`src/core/ies_pkg.sv`:
```
// constants and types for the interrupt entry sequencer
// Notes on behaviour
// - ack cycle T1 status: ack and fetch set
// - ack cycle follows last period of instruction
// - one byte taken into instruction register
// - accept enable drops in ack T1
// - pc on address bus, not incremented
// - memory read status off in ack
// - far end drives opcode for T3 capture
// - vector call goes to vector times eight
// - vector call: sp down, two pushes, jump
// - inserted call never bumps pc in T2
// - call address bytes fetched by null cycles
// - far end gives low then high byte
// - push pc high then low, fetch target
// - far end never inserts stack swap
// - no acknowledge during hold, or during wait unless halted
// - ready low stretches the cycle
// - request leaves halt; hold blocks it
// - halted ack shows halted status, pc held
// - 64K memory space, separate io space
// - status byte each T1: D7 read, D1 write
// - status D6 input, D4 output
// - far end drops request before re-enable
package ies_pkg;
   // ------------------------------------------------------------
   // status bit positions
   // ------------------------------------------------------------
   localparam int ST_ACK   = 0;
   localparam int ST_WLOW  = 1;
   localparam int ST_HALT  = 3;
   localparam int ST_OUT   = 4;
   localparam int ST_FETCH = 5;
   localparam int ST_IN    = 6;
   localparam int ST_MRD   = 7;
   // ------------------------------------------------------------
   // opcodes and widths
   // ------------------------------------------------------------
   localparam int          AW         = 16;
   localparam logic [7:0]  OP_CALL    = 8'hcd;
   localparam logic [7:0]  VEC_MASK   = 8'hc7;
   localparam logic [7:0]  VEC_CODE   = 8'hc7;
   localparam logic [7:0]  OP_SWAP    = 8'he3;
   localparam logic [7:0]  OP_NOP     = 8'h00;
   localparam logic [15:0] SP_RESET   = 16'h0000;
   localparam logic [15:0] PC_RESET   = 16'h0000;
   // cycle kinds seen by the far end
   typedef enum logic [2:0] {
      IES_CY_IDLE  = 3'b000,
      IES_CY_ACK   = 3'b001,
      IES_CY_NULL  = 3'b010,
      IES_CY_PUSH  = 3'b011,
      IES_CY_FETCH = 3'b100
   } ies_cycle_e;
endpackage

```
`src/core/ies_bus_if.sv`:
```
// link between the sequencer and the external interrupt logic
`timescale 1ns/100ps
interface ies_bus_if;
   logic       service_req;
   logic       accept_enable_out;
   logic       t1_strobe;
   logic       t3_strobe;
   logic [7:0] status_byte;
   logic [15:0] addr;
   logic [7:0] data_to_cpu;
   logic [7:0] data_from_cpu;
   logic       ready;
   logic       hold;
   modport cpu (input service_req, data_to_cpu, ready, hold,
                output accept_enable_out, t1_strobe, t3_strobe,
                status_byte, addr, data_from_cpu);
   modport ext (output service_req, data_to_cpu, ready, hold,
                input accept_enable_out, t1_strobe, t3_strobe,
                status_byte, addr, data_from_cpu);
endinterface

```
`src/core/ies_cpu_end.sv`:
```
// sequencer end: acknowledge cycle and inserted instruction
`timescale 1ns/100ps
module ies_cpu_end
   import ies_pkg::*;
(
   // clock and reset
   input  wire logic        clock,
   input  wire logic        arst_n,
   // link
   ies_bus_if.cpu           bus,
   // core side
   input  wire logic        insn_last,
   input  wire logic        irq_enable_insn,
   input  wire logic        halted,
   output logic             seq_busy_ff,
   output logic [15:0]      pc_ff,
   output logic [15:0]      sp_ff,
   output logic [7:0]       ir_ff,
   output logic             halted_ack_status_ff
);
   // ------------------------------------------------------------
   // states: one per clock period; A2, N2 and P2 repeat while ready is low
   // ------------------------------------------------------------
   typedef enum logic [3:0] {
      S_IDLE = 4'b0000, S_A1 = 4'b0001, S_A2 = 4'b0010,
      S_A3 = 4'b0011, S_A4 = 4'b0100, S_N1 = 4'b0101,
      S_N2 = 4'b0110, S_N3 = 4'b0111, S_P1 = 4'b1000,
      S_P2 = 4'b1001, S_P3 = 4'b1010, S_JMP = 4'b1011
   } ies_state_e;

   ies_state_e  st_ff, nxt_st;
   logic [1:0]  nidx_ff;
   logic [1:0]  pidx_ff;
   logic        ie_ff;
   logic [7:0]  z_ff;
   logic [7:0]  w_ff;
   logic [7:0]  stat_ff;
   logic        t1_ff;
   logic        t3_ff;
   logic [15:0] addr_ff;
   logic [7:0]  wdata_ff;

   // ------------------------------------------------------------
   // decode
   // ------------------------------------------------------------
   wire stalled  = bus.hold | ~bus.ready;
   wire take_req = bus.service_req & ie_ff & ~bus.hold
                   & ((insn_last & ~stalled) | halted);
   wire op_vec   = (bus.data_to_cpu & VEC_MASK) == VEC_CODE;
   wire op_call  = bus.data_to_cpu == OP_CALL;
   wire ir_vec   = (ir_ff & VEC_MASK) == VEC_CODE;
   wire ir_call  = ir_ff == OP_CALL;
   wire [15:0] vec_addr = {10'h000, ir_ff[5:3], 3'b000};
   wire [15:0] call_addr = {w_ff, z_ff};
   wire        first_push = st_ff != S_P3;
   wire        go_push    = nxt_st == S_P1;
   wire [7:0]  push_byte = first_push ? pc_ff[15:8]
                                      : pc_ff[7:0];
   wire [15:0] push_addr = (st_ff == S_A4) ? sp_ff - 16'd1
                                           : sp_ff;
   wire [7:0] st_ack  = (8'h01 << ST_ACK) | (8'h01 << ST_FETCH)
                        | (8'h01 << ST_WLOW);
   wire [7:0] st_hack = st_ack | (8'h01 << ST_HALT);
   wire [7:0] st_null = 8'h01 << ST_WLOW;
   wire [7:0] st_push = 8'h00;

   // ------------------------------------------------------------
   // next state
   // ------------------------------------------------------------
   always_comb
   begin
      nxt_st = st_ff;
      case (st_ff)
         S_IDLE: if (take_req) nxt_st = S_A1;
         S_A1:   nxt_st = S_A2;
         S_A2:   if (bus.ready) nxt_st = S_A3;
         S_A3:   nxt_st = S_A4;
         S_A4:   nxt_st = ir_call ? S_N1 : ir_vec ? S_P1 : S_IDLE;
         S_N1:   nxt_st = S_N2;
         S_N2:   if (bus.ready) nxt_st = S_N3;
         S_N3:   nxt_st = (nidx_ff == 2'd1) ? S_P1 : S_N1;
         S_P1:   nxt_st = S_P2;
         S_P2:   if (bus.ready) nxt_st = S_P3;
         S_P3:   nxt_st = (pidx_ff == 2'd1) ? S_JMP : S_P1;
         S_JMP:  nxt_st = S_IDLE;
         default: nxt_st = S_IDLE;
      endcase
   end

   // ------------------------------------------------------------
   // sequencer registers
   // ------------------------------------------------------------
   always_ff @(posedge clock or negedge arst_n)
   begin
      if (!arst_n)
      begin
         st_ff <= S_IDLE;
         nidx_ff <= 2'd0;
         pidx_ff <= 2'd0;
         ie_ff <= 1'b0;
      end
      else
      begin
         st_ff <= nxt_st;
         if (st_ff == S_A1)
            ie_ff <= 1'b0;
         else if (irq_enable_insn && !seq_busy_ff)
            ie_ff <= 1'b1;
         if (st_ff == S_A1)
            nidx_ff <= 2'd0;
         else if (st_ff == S_N3)
            nidx_ff <= nidx_ff + 2'd1;
         if (st_ff == S_A4)
            pidx_ff <= 2'd0;
         else if (st_ff == S_P3)
            pidx_ff <= pidx_ff + 2'd1;
      end
   end

   // ------------------------------------------------------------
   // datapath registers
   // ------------------------------------------------------------
   always_ff @(posedge clock or negedge arst_n)
   begin
      if (!arst_n)
      begin
         pc_ff <= PC_RESET;
         sp_ff <= SP_RESET;
         ir_ff <= OP_NOP;
         z_ff <= 8'h00;
         w_ff <= 8'h00;
      end
      else
      begin
         if (st_ff == S_A3)
            ir_ff <= bus.data_to_cpu;
         if (st_ff == S_A4 && (ir_vec || ir_call))
            sp_ff <= sp_ff - 16'd1;
         if (st_ff == S_P2 && bus.ready && pidx_ff == 2'd0)
            sp_ff <= sp_ff - 16'd1;
         if (st_ff == S_N3 && nidx_ff == 2'd0)
            z_ff <= bus.data_to_cpu;
         if (st_ff == S_N3 && nidx_ff == 2'd1)
            w_ff <= bus.data_to_cpu;
         if (st_ff == S_JMP)
            pc_ff <= ir_call ? call_addr : vec_addr;
      end
   end

   // ------------------------------------------------------------
   // link and core-side outputs, all registered
   // ------------------------------------------------------------
   always_ff @(posedge clock or negedge arst_n)
   begin
      if (!arst_n)
      begin
         stat_ff <= 8'h00;
         t1_ff <= 1'b0;
         t3_ff <= 1'b0;
         seq_busy_ff <= 1'b0;
         halted_ack_status_ff <= 1'b0;
      end
      else
      begin
         t1_ff <= (nxt_st == S_A1) || (nxt_st == S_N1)
                  || (nxt_st == S_P1);
         t3_ff <= (nxt_st == S_A3) || (nxt_st == S_N3);
         seq_busy_ff <= nxt_st != S_IDLE;
         halted_ack_status_ff <= (nxt_st == S_A1) && halted;
         if (nxt_st == S_A1)
            stat_ff <= halted ? st_hack : st_ack;
         else if (nxt_st == S_N1)
            stat_ff <= st_null;
         else if (nxt_st == S_P1)
            stat_ff <= st_push;
      end
   end

   // ------------------------------------------------------------
   // address and stack write data, standing until next T1
   // ------------------------------------------------------------
   always_ff @(posedge clock or negedge arst_n)
   begin
      if (!arst_n)
      begin
         addr_ff <= 16'h0000;
         wdata_ff <= 8'h00;
      end
      else
      begin
         if (nxt_st == S_A1 || nxt_st == S_N1)
            addr_ff <= pc_ff;
         else if (go_push)
            addr_ff <= push_addr;
         if (go_push)
            wdata_ff <= push_byte;
      end
   end
   // pc is never stepped inside the sequence

   assign bus.accept_enable_out = ie_ff;
   assign bus.status_byte       = stat_ff;
   assign bus.t1_strobe         = t1_ff;
   assign bus.t3_strobe         = t3_ff;
   assign bus.addr              = addr_ff;
   assign bus.data_from_cpu     = wdata_ff;
   wire unused_ok = ^{stalled, op_vec, op_call, st_ff == S_JMP};
endmodule // ies_cpu_end

```
`src/flat_wrapper.sv`:
```
// flat-port wrapper written by rule: the top's interface ports become plain ports
module ies_cpu_end_flat import ies_pkg::*;
  (clock, arst_n, insn_last, irq_enable_insn, halted, seq_busy_ff, pc_ff, sp_ff, ir_ff, halted_ack_status_ff, bus_service_req, bus_data_to_cpu, bus_ready, bus_hold, bus_accept_enable_out, bus_t1_strobe, bus_t3_strobe, bus_status_byte, bus_addr, bus_data_from_cpu);
  ies_bus_if bus_i ();
  input  wire logic clock;
  input  wire logic arst_n;
  input  wire logic insn_last;
  input  wire logic irq_enable_insn;
  input  wire logic halted;
  output logic seq_busy_ff;
  output logic [15:0] pc_ff;
  output logic [15:0] sp_ff;
  output logic [7:0] ir_ff;
  output logic halted_ack_status_ff;
  input wire logic [$bits(bus_i.service_req)-1:0] bus_service_req;
  input wire logic [$bits(bus_i.data_to_cpu)-1:0] bus_data_to_cpu;
  input wire logic [$bits(bus_i.ready)-1:0] bus_ready;
  input wire logic [$bits(bus_i.hold)-1:0] bus_hold;
  output wire logic [$bits(bus_i.accept_enable_out)-1:0] bus_accept_enable_out;
  output wire logic [$bits(bus_i.t1_strobe)-1:0] bus_t1_strobe;
  output wire logic [$bits(bus_i.t3_strobe)-1:0] bus_t3_strobe;
  output wire logic [$bits(bus_i.status_byte)-1:0] bus_status_byte;
  output wire logic [$bits(bus_i.addr)-1:0] bus_addr;
  output wire logic [$bits(bus_i.data_from_cpu)-1:0] bus_data_from_cpu;
  assign bus_i.service_req = bus_service_req;
  assign bus_i.data_to_cpu = bus_data_to_cpu;
  assign bus_i.ready = bus_ready;
  assign bus_i.hold = bus_hold;
  assign bus_accept_enable_out = bus_i.accept_enable_out;
  assign bus_t1_strobe = bus_i.t1_strobe;
  assign bus_t3_strobe = bus_i.t3_strobe;
  assign bus_status_byte = bus_i.status_byte;
  assign bus_addr = bus_i.addr;
  assign bus_data_from_cpu = bus_i.data_from_cpu;
  ies_cpu_end u_core (.clock(clock), .arst_n(arst_n), .bus(bus_i), .insn_last(insn_last), .irq_enable_insn(irq_enable_insn), .halted(halted), .seq_busy_ff(seq_busy_ff), .pc_ff(pc_ff), .sp_ff(sp_ff), .ir_ff(ir_ff), .halted_ack_status_ff(halted_ack_status_ff));
endmodule
```
`config.mk`:
```
export PLATFORM = sky130hd
export DESIGN_NAME = ies_cpu_end_flat
export DESIGN_NICKNAME = d
export VERILOG_FILES = /design/src/core/ies_pkg.sv /design/src/core/ies_bus_if.sv /design/src/core/ies_cpu_end.sv /design/src/flat_wrapper.sv
export SDC_FILE = /design/constraint.sdc
export NUM_CORES = 1
export LEC_CHECK = 0
export BUFFER_PORTS_ARGS = -buffer_cell sky130_fd_sc_hd__buf_2
export CORE_MARGIN = 2
export CORE_UTILIZATION = 45
export CTS_CLUSTER_DIAMETER = 60
export DETAILED_ROUTE_END_ITERATION = 10
export GPL_ROUTABILITY_DRIVEN = 0
export PLACE_DENSITY = 0.68
export SYNTH_ARGS = -nofsm -noshare
export SYNTH_HDL_FRONTEND = slang
export SYNTH_SLANG_ARGS = --single-unit
```
`constraint.sdc`:
```
create_clock -name clock -period 3 [get_ports clock]
set_input_delay 0.3 -clock clock [delete_from_list [all_inputs] [get_ports clock]]
set_output_delay 0.3 -clock clock [all_outputs]
set_load 0.05 [all_outputs]
```
# Word level (Yosys, flattened, before mapping)

Index checks and enable logic that the tools add are counted.

Register bits: 101
Bits in latches: 0
RAM bits: 0
Memory bits (read-only): 0
Output and inout bits: 77
Memories: 0

Add/subtract/negate cells: 3
Multiply operators: 0
Div/mod/pow operators: 0
Magnitude comparators: 0
Eq/ne operators: 21
Shift-type cells: 0
Mux-type cells: 26
Bitwise gates (word level): 9
Reduce and logical (&&, ||, !) cells: 22

Operator list:

| operator                | count |
|---|---|
| $mux W16                | 6 |
| $pmux W4 S11            | 1 |
| $mux W4                 | 8 |
| $mux W8                 | 4 |
| $eq A4 B3 Y1 const B    | 6 |
| $eq A4 B4 Y1 const B    | 5 |
| $sub A16 B1 Y16 const B | 1 |
| $eq A4 B2 Y1 const B    | 3 |
| $mux W2                 | 5 |
| $reduce_bool A2 Y1      | 5 |
| $eq A4 B1 Y1 const B    | 2 |
| $eq A8 B8 Y1 const B    | 1 |
| $logic_and A1 B1 Y1     | 7 |
| $eq A5 B5 Y1 const B    | 1 |
| $add A2 B1 Y2 const B   | 2 |
| $and A1 B1 Y1           | 4 |
| $eq A2 B1 Y1 const B    | 2 |
| $logic_not A2 Y1        | 2 |
| $logic_not A4 Y1        | 1 |
| $logic_or A1 B1 Y1      | 4 |
| $ne A4 B4 Y1 const B    | 1 |
| $reduce_bool A4 Y1      | 1 |
| $not A1 Y1              | 3 |
| $reduce_bool A3 Y1      | 1 |
| other kinds (3)         | 5 |

# Logic depth before layout (Yosys ltp)

Gate-level depths: netlist of the first run.

Word-level depth: 12
Gate-level depth with buffers: 8

# Worst setup path before layout of the first run

No wires, ideal clock.

Path kind: register to register
From: register u_core.sp_ff[0]
To: register u_core.addr_ff[14] (netlist: u_core.bus.addr[14])
Data arrival time: 2.319 ns
Required time: 2.905 ns
Setup slack: 0.586 ns
Stages on the path, launching flop included: 8
Buffers on the path: 0
Clock period less this slack: 2.414 ns
Path through: dfrtp_1 -> inv_1 -> ha_1 -> nor4b_1 -> nand2_1 -> or3_1 -> and3_1 -> o31ai_1

Longest elaborated chain between the ends: 4

Ends and longest elaborated chain:

| what                     | RTL line           | source |
|---|---|---|
| start: declaration       | ies_cpu_end.sv:17  | `output logic [15:0] sp_ff,` |
| start signal: assignment | ies_cpu_end.sv:138 | `sp_ff <= sp_ff - 16'd1;` |
| start signal: assignment | ies_cpu_end.sv:140 | `sp_ff <= sp_ff - 16'd1;` |
| $sub A16 B1 Y16          | ies_cpu_end.sv:59  | `wire [15:0] push_addr = (st_ff == S_A4) ? sp_ff - 16'd1` |
| $mux W16                 | ies_cpu_end.sv:59  |  |
| $mux W16                 | ies_cpu_end.sv:193 | `else if (go_push)` |
| $mux W16                 | ies_cpu_end.sv:191 | `if (nxt_st == S_A1 \|\| nxt_st == S_N1)` |
| end signal: assignment   | ies_cpu_end.sv:192 | `addr_ff <= pc_ff;` |
| end signal: assignment   | ies_cpu_end.sv:194 | `addr_ff <= push_addr;` |
| end: declaration         | ies_cpu_end.sv:40  | `logic [15:0] addr_ff;` |

Every way passes these cells. The select of a mux whose other input is x is not followed.
A chain may end at the register's enable or synchronous reset.

# Final worst setup path of the first run

From: register u_core.st_ff[1]
To: register u_core.addr_ff[15] (netlist: u_core.bus.addr[15])

Longest elaborated chain between the ends: 5

Ends and longest elaborated chain:

| what                                                  | RTL line           | source |
|---|---|---|
| start: declaration                                    | ies_cpu_end.sv:31  | `ies_state_e st_ff, nxt_st;` |
| start signal: assignment                              | ies_cpu_end.sv:104 | `st_ff <= nxt_st;` |
| $eq A4 B4 Y1 (tied with other cells)                  | ies_cpu_end.sv:73  | `case (st_ff)` |
| $pmux W4 S11                                          | ies_cpu_end.sv:73  |  |
| $eq A4 B1 Y1 / $eq A4 B3 Y1 (equally long branches)   | ies_cpu_end.sv:191 |  |
| $logic_or A1 B1 Y1                                    | ies_cpu_end.sv:191 |  |
| $mux W16 / $reduce_bool A2 Y1 (equally long branches) | --                 |  |

Several ways; a longest one is shown, not always the timed one. The select of a mux whose other input is x is not followed.

==> metrics.cfg, run 1 <==
[synth]
synthArstFlopShare = 1.00
synth-seq-cells = 96
synth.most_common_cell = dfrtp_1
syn_area_um2 = 4480
syn_inst = 404
yosysWarnings = 0
synth_area_leader_cell = dfrtp_1
synth_top_area_frac = 0.536
syn_avg_cell_area_um2 = 11.1
seq_area_frac_synth = 0.536
yosys-top-cells-count = dfrtp_1, nand2_1, nor2_1
synth_flop_cell = dfrtp_1
ys_types = 50
synth_edf_count = 0
ys_top_cells_by_area = dfrtp_1, mux2_2, mux2i_1

[power]
p_per_area_nw_per_um2 = 1100
p_leak_uw = 0.00255
irDropWorstVdd_v = 0.000458

[global_route]
grt_pass1_vias = 3212
grt_pass1_wl_mm = 17.0
grt_overflow = 0
antenna_found_initial = 0
grt_max_degree = 51
grt_usage = 0.199

[clock_network]
numCtsBuffers = 9
cts_tree = done
ctsRootBufferMaster = clkbuf_8
cts_max_level = 3
clk_latency_ps = 370
cts_sinks = 96
cts_setup_buffers = 0
clkTransAtPathRegs_ps = 110
clk_path_buf_depth = 2

[floorplanning]
initial_utilization = 0.461
dieArea_um2 = 10800
ios = 93
die_w_um = 104
rows = 36
core_um2 = 9730
chipHeight_um = 104

[worst_setup_path]
crit_slowest_cell = or4b_4
end_kind = flop
cp-startpoint = u_core.st_ff[1]$_DFF_PN0_
worst_ep_required_time_ps = 3320
crit_buf_inv = 1
critPathKind = reg -> reg
crit_arrival_ps = 2830
cp-start-kind = flop
cp_max_fo = 26
cp_top_family = simple AND/OR/NAND/NOR gates
slowest_delay_ps = 640
crit_chain = or4b_4 -> or3_4 -> a32oi_4 -> buf_4 -> a21boi_0 -> a221o_1
reg2reg_from = u_core.st_ff[1]$_DFF_PN0_

[placement]
dp.final_hpwl_mm = 7.74
portBuffers = 88
post_dp_cell_area_um2 = 5080

[timing]
finalSetupViolations = 0
period_share = 0.839
max_freq_ghz = 0.397
min_period_ps = 2520
final_max_slew_viol_count = 0
hold_viol = 0
tightest_slew_ps = 761
tns_ps = 0
clock_skew_ps = 12.4
rsz0062_at_grt = false
slew_headroom = 0.491

[detailed_routing]
wl_per_cell_um = 16.2
drt_iter0_drc = 203
vias = 3322
drt-total-wl_mm = 10.3
antenna_left = 0
via_per_inst = 5.24
first_pass_iters = 4
remaining_drc_errors = 0

[finish]
n_antenna_cell = 0
syn_to_final_growth_pct = 17.8
drive_gt1_frac = 0.303
fin_nets = 517
design_area_um2 = 5280

[run]
maxCapViolCount = 0

[worst_hold_path]
hold_class = in -> reg
hp-start = halted

[status]
status = complete, no violations

-- power by group --
| group | switching [µW] | internal (µW) |
|---|---|---|
| Combinational | 1960 | 839 |
| Sequential | 443 | 1750 |
| Clock | 506 | 327 |
-- stage by stage --
step,cells,setup WS [ps],hold slack [ps],power [µW],utilization
final,634,484,154,5830,0.543
after CTS,634,516,140,5850,0.543
after detailed placement,617,551,371,5010,0.522
after floorplan,407,586,4.41,4270,-
after global routing,634,375,168,6170,0.543
after global placement,617,624,373,4970,0.522
-- worst min-delay path, stage by stage --
cell	delay [ps]
buf_2	100
inv_1	40
nor2_1	50
-- flip-flops by register name, indices dropped and copies added (netlist names) --
name and flops:
u_core.seq_busy_ff 1, u_core.pidx_ff 2, u_core.bus.t1_strobe 1, u_core.nidx_ff 2, u_core.bus.accept_enable_out 1, u_core.z_ff 8
u_core.halted_ack_status_ff 1, u_core.sp_ff 16, u_core.bus.data_from_cpu 8, u_core.pc_ff 16, u_core.w_ff 8, u_core.st_ff 4
u_core.bus.addr 16, u_core.ir_ff 8, u_core.bus.status_byte 3, u_core.bus.t3_strobe 1
-- logic make-up after synthesis --
group | after synthesis | synth area share
simple gates | 125 | 0.146
flops | 96 | 0.536
compound gates | 76 | 0.121
mux | 39 | 0.0935
buf+inv | 35 | 0.0368
xor+xnor | 27 | 0.0527
fa+ha+maj | 5 | 0.0140
other cells | 1 | 0.000836
-- final timing paths --
path | end | slack, ps | depth (start not counted)
min in group asynchronous | u_core.sp_ff[0]$_DFFE_PN0P_ | 490 | 2
hold / removal | u_core.halted_ack_status_ff$_DFF_PN0_ | 150 | 3
setup / recovery | u_core.bus.addr[15]$_DFFE_PN0P_ | 480 | 6
hold reg to reg | u_core.bus.status_byte[3]$_DFFE_PN0P_ | 480 | 1
max in group asynchronous | u_core.bus.status_byte[1]$_DFFE_PN0P_ | 1750 | 3
setup reg to reg | u_core.bus.addr[15]$_DFFE_PN0P_ | 480 | 6
-- layout by cell type (no fill, tap or decap), types with 14 or more instances in the layout --
cell / instances
dfrtp_1: 96
xor2_1: 15
a21oi_1: 14
nor2_1: 29
mux2_2: 23
mux2i_1: 16
nand2_1: 36
buf_2: 87
o21ai_0: 21
a22o_1: 15
-- area by class of cell --
type	instances	area, µm²
clock inverter	7	72.6
fill	895	4450
timing repair buffer	100	536
clock buffer	9	124
tap	133	166
inverter	13	48.8
sequential	96	2400
multi-input combinational	276	1930
-- timing repair --
action / CTS / global route
hold endpoints to repair: 48 / 0
endpoints found under the setup margin: 0 / 0
hold buffers: 1 / 0
resized for setup: 0 / 0
-- per-layer routing --
layer,up-vias,GRT usage,wire length (µm)
met5,-,0,0
met4,0,0.0849,211
met3,15,0.0289,359
met2,75,0.305,4740
met1,1623,0.283,4980
li1,1609,-,-
No activity file was read; power rests on OpenSTA's default activity.
==> inputs of run 2 (changes only) <==
Settings changed: ABC_AREA set to 1, PLACE_DENSITY 0.68 to 0.7.
Clock period 3 ns to 2.1 ns, I/O delays scaled along.
==> run 2 against run 1 <==
- hold slack got worse by 57 ps
- non-clock buffer count increased by 8
- sequential share of layout area down 3.9 points
- final area up 9.4%
- sequential cell count stayed put
- final cell count increased by 37%
- register-to-register slack got worse by 270 ps
- area after synthesis up 9.0%
- clock power increased by 49%
- global-route usage grew 2.4 points
- highest routed layer unchanged
==> metrics.cfg, run 2 <==
[status]
status = complete, no violations  ; unchanged

[power]
seqPwrFrac = 0.410  ; was 0.376
p_per_area_nw_per_um2 = 1020  ; was 1100 nW/µm²
p_int_uw = 3230  ; was 2910 µW
irDropWorstVdd_v = 0.000799  ; was 0.000458 V
pwr-share-comb = 0.380  ; was 0.481
clkPwrFrac = 0.210  ; was 0.143
power.switching_uw = 2690  ; was 2910 µW
total_power_uw = 5920  ; was 5830 µW
swShare = 0.455  ; was 0.500
p_leak_uw = 0.00323  ; was 0.00255 µW

[detailed_routing]
remaining_drc_errors = 0  ; unchanged
drt_iter0_drc = 270  ; was 203
vias = 4415  ; was 3322
first_pass_iters = 5  ; was 4
antenna_left = 0  ; unchanged
wl_per_cell_um = 14.4  ; was 16.2 µm
via_per_inst = 5.08  ; was 5.24
drt-total-wl_mm = 12.5  ; was 10.3 mm

[worst_setup_path]
worst_ep_required_time_ps = 2420  ; was 3320 ps
crit_slowest_cell = dfrtp_1  ; was or4b_4
slowest_delay_ps = 460  ; was 640 ps
critPathKind = reg -> reg  ; unchanged
cp-startpoint = u_core.st_ff[0]$_DFF_PN0_  ; was u_core.st_ff[1]$_DFF_PN0_
crit_chain = inv_1 -> nand2_2 -> inv_1 -> nand2_1 -> nand3_1 -> nor2_1 -> nand2_2 -> buf_6 -> nor3_4 -> buf_4 -> nand2_1 -> nand2_1  ; was or4b_4 -> or3_4 -> a32oi_4 -> buf_4 -> a21boi_0 -> a221o_1
reg2reg_from = u_core.st_ff[0]$_DFF_PN0_  ; was u_core.st_ff[1]$_DFF_PN0_
end_kind = flop  ; unchanged
crit_arrival_ps = 2210  ; was 2830 ps
cp_max_fo = 17  ; was 26
cp-start-kind = flop  ; unchanged
critPathMostFrequentCell = nand2_1

[global_route]
grt_pass1_wl_mm = 20.3  ; was 17.0 mm
antenna_found_initial = 0  ; unchanged
grt_usage = 0.222  ; was 0.199
grt_max_degree = 51  ; unchanged
grt_pass1_vias = 4188  ; was 3212
grt_overflow = 0  ; unchanged

[floorplanning]
dieArea_um2 = 11700  ; was 10800 µm²
rows = 38  ; was 36
die_w_um = 108  ; was 104 µm
initial_utilization = 0.457  ; was 0.461
chipHeight_um = 108  ; was 104 µm
core_um2 = 10700  ; was 9730 µm²
ios = 93  ; unchanged

[finish]
layout_common_cells = nand2_1, dfrtp_1, buf_2, o21ai_0, inv_1  ; was dfrtp_1, buf_2, nand2_1, nor2_1, mux2_2
fillers = 1027  ; was 895
syn_to_final_growth_pct = 18.2  ; was 17.8%
final_common_cell = nand2_1  ; was dfrtp_1
drive_gt1_frac = 0.210  ; was 0.303
n_antenna_cell = 0  ; unchanged
fin_nets = 745  ; was 517

[placement]
dpl_worst_slack_ps = 102  ; was 551 ps
dp.final_hpwl_mm = 9.52  ; was 7.74 mm
portBuffers = 88  ; unchanged

[timing]
clock_skew_ps = 16.4  ; was 12.4 ps
period_share = 0.898  ; was 0.839
fin_hold_ws_ps = 96.6  ; was 154 ps
tns_ps = 0  ; unchanged
final_max_slew_viol_count = 0  ; unchanged
hold_viol = 0  ; unchanged
max_freq_ghz = 0.530  ; was 0.397 GHz
finalSetupViolations = 0  ; unchanged
min_period_ps = 1890  ; was 2520 ps
rsz0062_at_grt = false  ; unchanged
worst_slack_ps = 214  ; was 484 ps

[synth]
ys_types = 31  ; was 50
synth_flop_cell = dfrtp_1  ; unchanged
synthArstFlopShare = 1.00  ; unchanged
ys_top_cells_by_area = dfrtp_1, nand2_1, o21ai_0  ; was dfrtp_1, mux2_2, mux2i_1
syn_area_um2 = 4890  ; was 4480 µm²
synth.most_common_cell = nand2_1  ; was dfrtp_1
yosys-top-cells-count = nand2_1, dfrtp_1, o21ai_0  ; was dfrtp_1, nand2_1, nor2_1
syn_avg_cell_area_um2 = 7.77  ; was 11.1 µm²
yosysWarnings = 0  ; unchanged
synth_area_leader_cell = dfrtp_1  ; unchanged
syn_inst = 629  ; was 404
synth_top_area_frac = 0.491  ; was 0.536
synth_edf_count = 0  ; unchanged
synth-seq-cells = 96  ; unchanged
seq_area_frac_synth = 0.491  ; was 0.536

[clock_network]
cts_tree = done  ; unchanged
clk_path_buf_depth = 2  ; unchanged
cts_sinks = 96  ; unchanged
cts_max_level = 3  ; unchanged
clkTransAtPathRegs_ps = 110  ; about the same
ctsRootBufferMaster = clkbuf_8  ; unchanged
clk_latency_ps = 390  ; was 370 ps
numCtsBuffers = 9  ; unchanged

[worst_hold_path]
hp-start = bus_data_to_cpu[5]  ; was halted
hold_class = in -> reg  ; unchanged

[run]
maxCapViolCount = 0  ; unchanged

## run 2: changes by cell type after synthesis, moves of 7 or more
| cell | before | now |
|---|---|---|
| nor2_1 | 29 | 37 |
| inv_1 | 12 | 56 |
| nand2_1 | 36 | 234 |
| mux2i_1 | 16 | 0 |
| nand3_1 | 8 | 47 |
| nand4_1 | 3 | 16 |
| a22o_1 | 15 | 0 |
| o21ai_0 | 21 | 67 |
| nand2_2 | 0 | 7 |
| xnor2_1 | 12 | 0 |
| a21oi_1 | 14 | 3 |
| xor2_1 | 15 | 8 |
| mux2_2 | 23 | 3 |
## run 2: worst paths after layout
path / slack [ps] / to / depth (start not counted)
setup / recovery: 210 / u_core.bus.data_from_cpu[0]$_DFFE_PN0N_ / 12
hold / removal: 100 / u_core.w_ff[5]$_DFFE_PN0P_ / 3
setup reg to reg: 210 / u_core.bus.data_from_cpu[0]$_DFFE_PN0N_ / 12
hold reg to reg: 490 / u_core.bus.data_from_cpu[4]$_DFFE_PN0N_ / 2
max in group asynchronous: 1210 / u_core.bus.data_from_cpu[6]$_DFFE_PN0N_ / 3
min in group asynchronous: 280 / u_core.sp_ff[10]$_DFFE_PN0P_ / 2
## run 2: cell families (layout without fill, tap and decap cells)
| kind of cell | Yosys count | after routing | synth area share |
|---|---|---|---|
| compound gates | 77 | 77 | 0.0819 |
| xor+xnor | 8 | 8 | 0.0143 |
| fa+ha+maj | 5 | 5 | 0.0128 |
| buf+inv | 87 | 184 | 0.0770 |
| flops | 96 | 96 | 0.491 |
| mux | 3 | 3 | 0.00691 |
| other cells | 1 | 4 | 0.000767 |
| simple gates | 352 | 352 | 0.315 |
## run 2: layout make-up
| cell class | count | area (µm²) | share of cell area |
|---|---|---|---|
| Clock buffer | 9 | 124 | 0.0214 |
| Clock inverter | 7 | 85.1 | 0.0147 |
| Inverter | 60 | 225 | 0.0390 |
| Multi-Input combinational cell | 449 | 2150 | 0.372 |
| Sequential cell | 96 | 2400 | 0.416 |
| Tap cell | 140 | 175 | 0.0303 |
| Timing Repair Buffer | 108 | 616 | 0.107 |
## run 2: stage by stage
stage                util  std cells  cell area [µm²]
finish              0.540        869             5780
global route        0.540        869             5780
CTS                 0.536        868             5730
detailed placement  0.515        851             5510
global placement    0.515        851             5510
floorplan               -        632             4900
## run 2: repair_timing
item	4_1_cts	5_1_grt
hold buffers	1	0
endpoints found under the setup margin	0	21
hold endpoints to repair	27	0
gates resized for setup	0	9
setup buffers	0	1
## run 2: critical path: cells and delay by family (launching register included)
| family | cells | cell delay (ps) |
|---|---|---|
| DFF | 1 | 460 |
| and+or+nand+nor | 8 | 870 |
| buffers and inverters | 4 | 490 |
## run 2: power by group through the flow
stage                     combinational [µW]  clock, µW  sequential (µW)
after floorplan                         1060          0             2990
after global placement                  2120          0             2440
after detailed placement                2180          0             2460
after CTS                               2180       1270             2420
after global routing                    2440       1340             2470
final                                   2250       1240             2430
## run 2: metal layers
metal	part of all wire	wire length [µm]	vias up	track usage
met2	0.48	6040	121	0.367
met4	0.020	255	0	0.0833
met5	0	0	-	0
met3	0.045	570	20	0.0380
met1	0.45	5680	2094	0.294
li1	-	-	2180	-
==> inputs of run 3 (changes only) <==
Settings changed: ABC_AREA 1 to not set.
==> run 3 against run 2 <==
- the run now ends with setup timing left
- via count fell by 20%
- register-to-register slack got worse by 280 ps
- clock skew down 9.7 ps
- sequential cell count did not move
- fmax down 13%
- sequential power is 25% higher
- clock power up 3%
- final area is 2.4% lower
- power increased by 52%
- global-route usage down 0.57 points
- critical path type unchanged
- critical endpoint is now u_core.bus.addr[11]$_DFFE_PN0P_
- largest cell class unchanged
- highest routed layer unchanged
==> metrics.cfg, run 3 (same netlist as run 1, synthesis figures left out) <==
[floorplanning]
core_um2 = 9730  ; was 10700 µm²
initial_utilization = 0.461  ; was 0.457
rows = 36  ; was 38
ios = 93  ; unchanged
chipHeight_um = 104  ; was 108 µm
die_w_um = 104  ; was 108 µm
dieArea_um2 = 10800  ; was 11700 µm²

[worst_setup_path]
crit_buf_inv = 0  ; was 4
cp_max_fo = 4  ; was 17
reg2reg_from = u_core.st_ff[1]$_DFF_PN0_  ; was u_core.st_ff[0]$_DFF_PN0_
cp_top_family = simple AND/OR/NAND/NOR gates  ; unchanged
cp-startpoint = u_core.st_ff[1]$_DFF_PN0_  ; was u_core.st_ff[0]$_DFF_PN0_
r2r_slack_ps = -70  ; was 210 ps
critPathKind = reg -> reg  ; unchanged
crit_chain = or4b_4 -> or3_4 -> a32oi_4 -> and4b_1 -> a211o_1  ; was inv_1 -> nand2_2 -> inv_1 -> nand2_1 -> nand3_1 -> nor2_1 -> nand2_2 -> buf_6 -> nor3_4 -> buf_4 -> nand2_1 -> nand2_1
worst_ep_required_time_ps = 2370  ; was 2420 ps
crit_slowest_cell = or4b_4  ; was dfrtp_1
crit_arrival_ps = 2440  ; was 2210 ps
cp.depth = 5  ; was 12
end_kind = flop  ; unchanged
slowest_delay_ps = 560  ; was 460 ps
cp-start-kind = flop  ; unchanged
r2r_cells = 5  ; was 12

[clock_network]
numCtsBuffers = 9  ; unchanged
clk_latency_ps = 370  ; was 390 ps
ctsRootBufferMaster = clkbuf_8  ; unchanged
clkTransAtPathRegs_ps = 100  ; was 110 ps
cts_sinks = 96  ; unchanged
cts_max_level = 3  ; unchanged
clk_path_buf_depth = 2  ; unchanged
cts_tree = done  ; unchanged

[power]
power.switching_uw = 4370  ; was 2690 µW
p_int_uw = 4600  ; was 3230 µW
pwr-share-comb = 0.518  ; was 0.380
irDropWorstVdd_v = 0.000725  ; was 0.000799 V
p_leak_uw = 0.00274  ; was 0.00323 µW
total_power_uw = 8970  ; was 5920 µW
seqPwrFrac = 0.339  ; was 0.410
swShare = 0.487  ; was 0.455
p_per_area_nw_per_um2 = 1590  ; was 1020 nW/µm²
clkPwrFrac = 0.143  ; was 0.210

[worst_hold_path]
hold_class = in -> reg  ; unchanged
hp-start = bus_data_to_cpu[1]  ; was bus_data_to_cpu[5]
hold_path_depth = 3  ; unchanged

[timing]
final_max_slew_viol_count = 0  ; unchanged
hold_viol = 0  ; unchanged
rsz0062_at_grt = true  ; was false
max_freq_ghz = 0.461  ; was 0.530 GHz
worst_slack_ps = -70.4  ; was 214 ps
clock_skew_ps = 6.72  ; was 16.4 ps
period_share = 1.03  ; was 0.898
min_period_ps = 2170  ; was 1890 ps
finalSetupViolations = 22  ; was 0

[finish]
fin_nets = 547  ; was 745
fillers = 876  ; was 1027
fin_util = 0.580  ; was 0.540
multi_input_area_um2 = 2010  ; was 2150 µm²
n_antenna_cell = 0  ; unchanged
regArea_um2 = 2410  ; was 2400 µm²
syn_to_final_growth_pct = 25.9  ; was 18.2%
drive_gt1_frac = 0.379  ; was 0.210
layout_common_cells = dfrtp_1, buf_2, nand2_1, buf_4, nor2_1  ; was nand2_1, dfrtp_1, buf_2, o21ai_0, inv_1
final_common_cell = dfrtp_1  ; was nand2_1
design_area_um2 = 5640  ; was 5780 µm²
final_cells = 664  ; was 869

[placement]
portBuffers = 88  ; unchanged
post_dp_cell_area_um2 = 5340  ; was 5510 µm²
dpl_worst_slack_ps = -138  ; was 102 ps
dp.final_hpwl_mm = 8.47  ; was 9.52 mm
placed_cells = 646  ; was 851

[run]
maxCapViolCount = 0  ; unchanged

[global_route]
grt_pass1_vias = 3517  ; was 4188
grt_usage = 0.217  ; was 0.222
grt_pass1_wl_mm = 18.5  ; was 20.3 mm
grt_max_degree = 39  ; was 51
antenna_found_initial = 0  ; unchanged
grt_overflow = 0  ; unchanged

[detailed_routing]
via_per_inst = 5.34  ; was 5.08
first_pass_iters = 4  ; was 5
antenna_left = 0  ; unchanged
remaining_drc_errors = 0  ; unchanged
wl_per_cell_um = 16.7  ; was 14.4 µm
vias = 3549  ; was 4415
drt_iter0_drc = 179  ; was 270
drt-total-wl_mm = 11.1  ; was 12.5 mm

[status]
status = finished with violations  ; was complete, no violations
violations = setup timing

run 3: final cells by class:
class,instances,area share
sequential,96,0.427
clock inverter,7,0.0149
timing repair buffer,130,0.143
tap,133,0.0295
inverter,13,0.00865
clock buffer,9,0.0220
multi-input combinational,276,0.355
run 3: final timing paths:
check	end
max in group asynchronous	u_core.bus.addr[12]$_DFFE_PN0P_
worst max-delay path	u_core.bus.addr[11]$_DFFE_PN0P_
min in group asynchronous	u_core.sp_ff[3]$_DFFE_PN0P_
worst min register to register	u_core.pc_ff[10]$_DFFE_PN0N_
worst min-delay path	u_core.ir_ff[1]$_DFFE_PN0P_
worst max register to register	u_core.bus.addr[11]$_DFFE_PN0P_
run 3: per-layer routing:
metal	track usage	vias up	part of all wire	wire length [µm]
met5	0	-	0	0
met4	0.0869	0	0.026	287
met3	0.0422	22	0.047	524
met2	0.344	96	0.49	5410
met1	0.294	1759	0.44	4900
li1	-	1672	-	-
run 3: worst reg2reg max path: stages, from the launching register on:
cell,delay (ps)
dfrtp_1,390
or4b_4,560
or3_4,360
a32oi_4,260
and4b_1,230
a211o_1,260
run 3: power groups by stage:
stage	clock [µW]	combinational [µW]	sequential, µW
after global placement	0	4450	3040
final	1280	4650	3040
after floorplan	0	1660	4510
after detailed placement	0	4530	3070
after global routing	1390	4960	3140
after CTS	1310	4580	3030
run 3: stage by stage:
stage          setup TNS, ps  hold slack, ps
6_report                -773            76.4
5_1_grt                -3030            83.4
4_1_cts                 -627            64.5
3_5_place_dp           -1200             196
2_1_floorplan           -804           -85.6
3_3_place_gp            -388             193
run 3: what timing repair did:
action | CTS | global route
setup buffers | 1 | 0
hold endpoints to repair | 32 | 0
gates resized for setup | 10 | 14
pin swaps | 0 | 1
setup endpoints to repair | 26 | 35
gates cloned | 0 | 0
hold buffers | 1 | 0
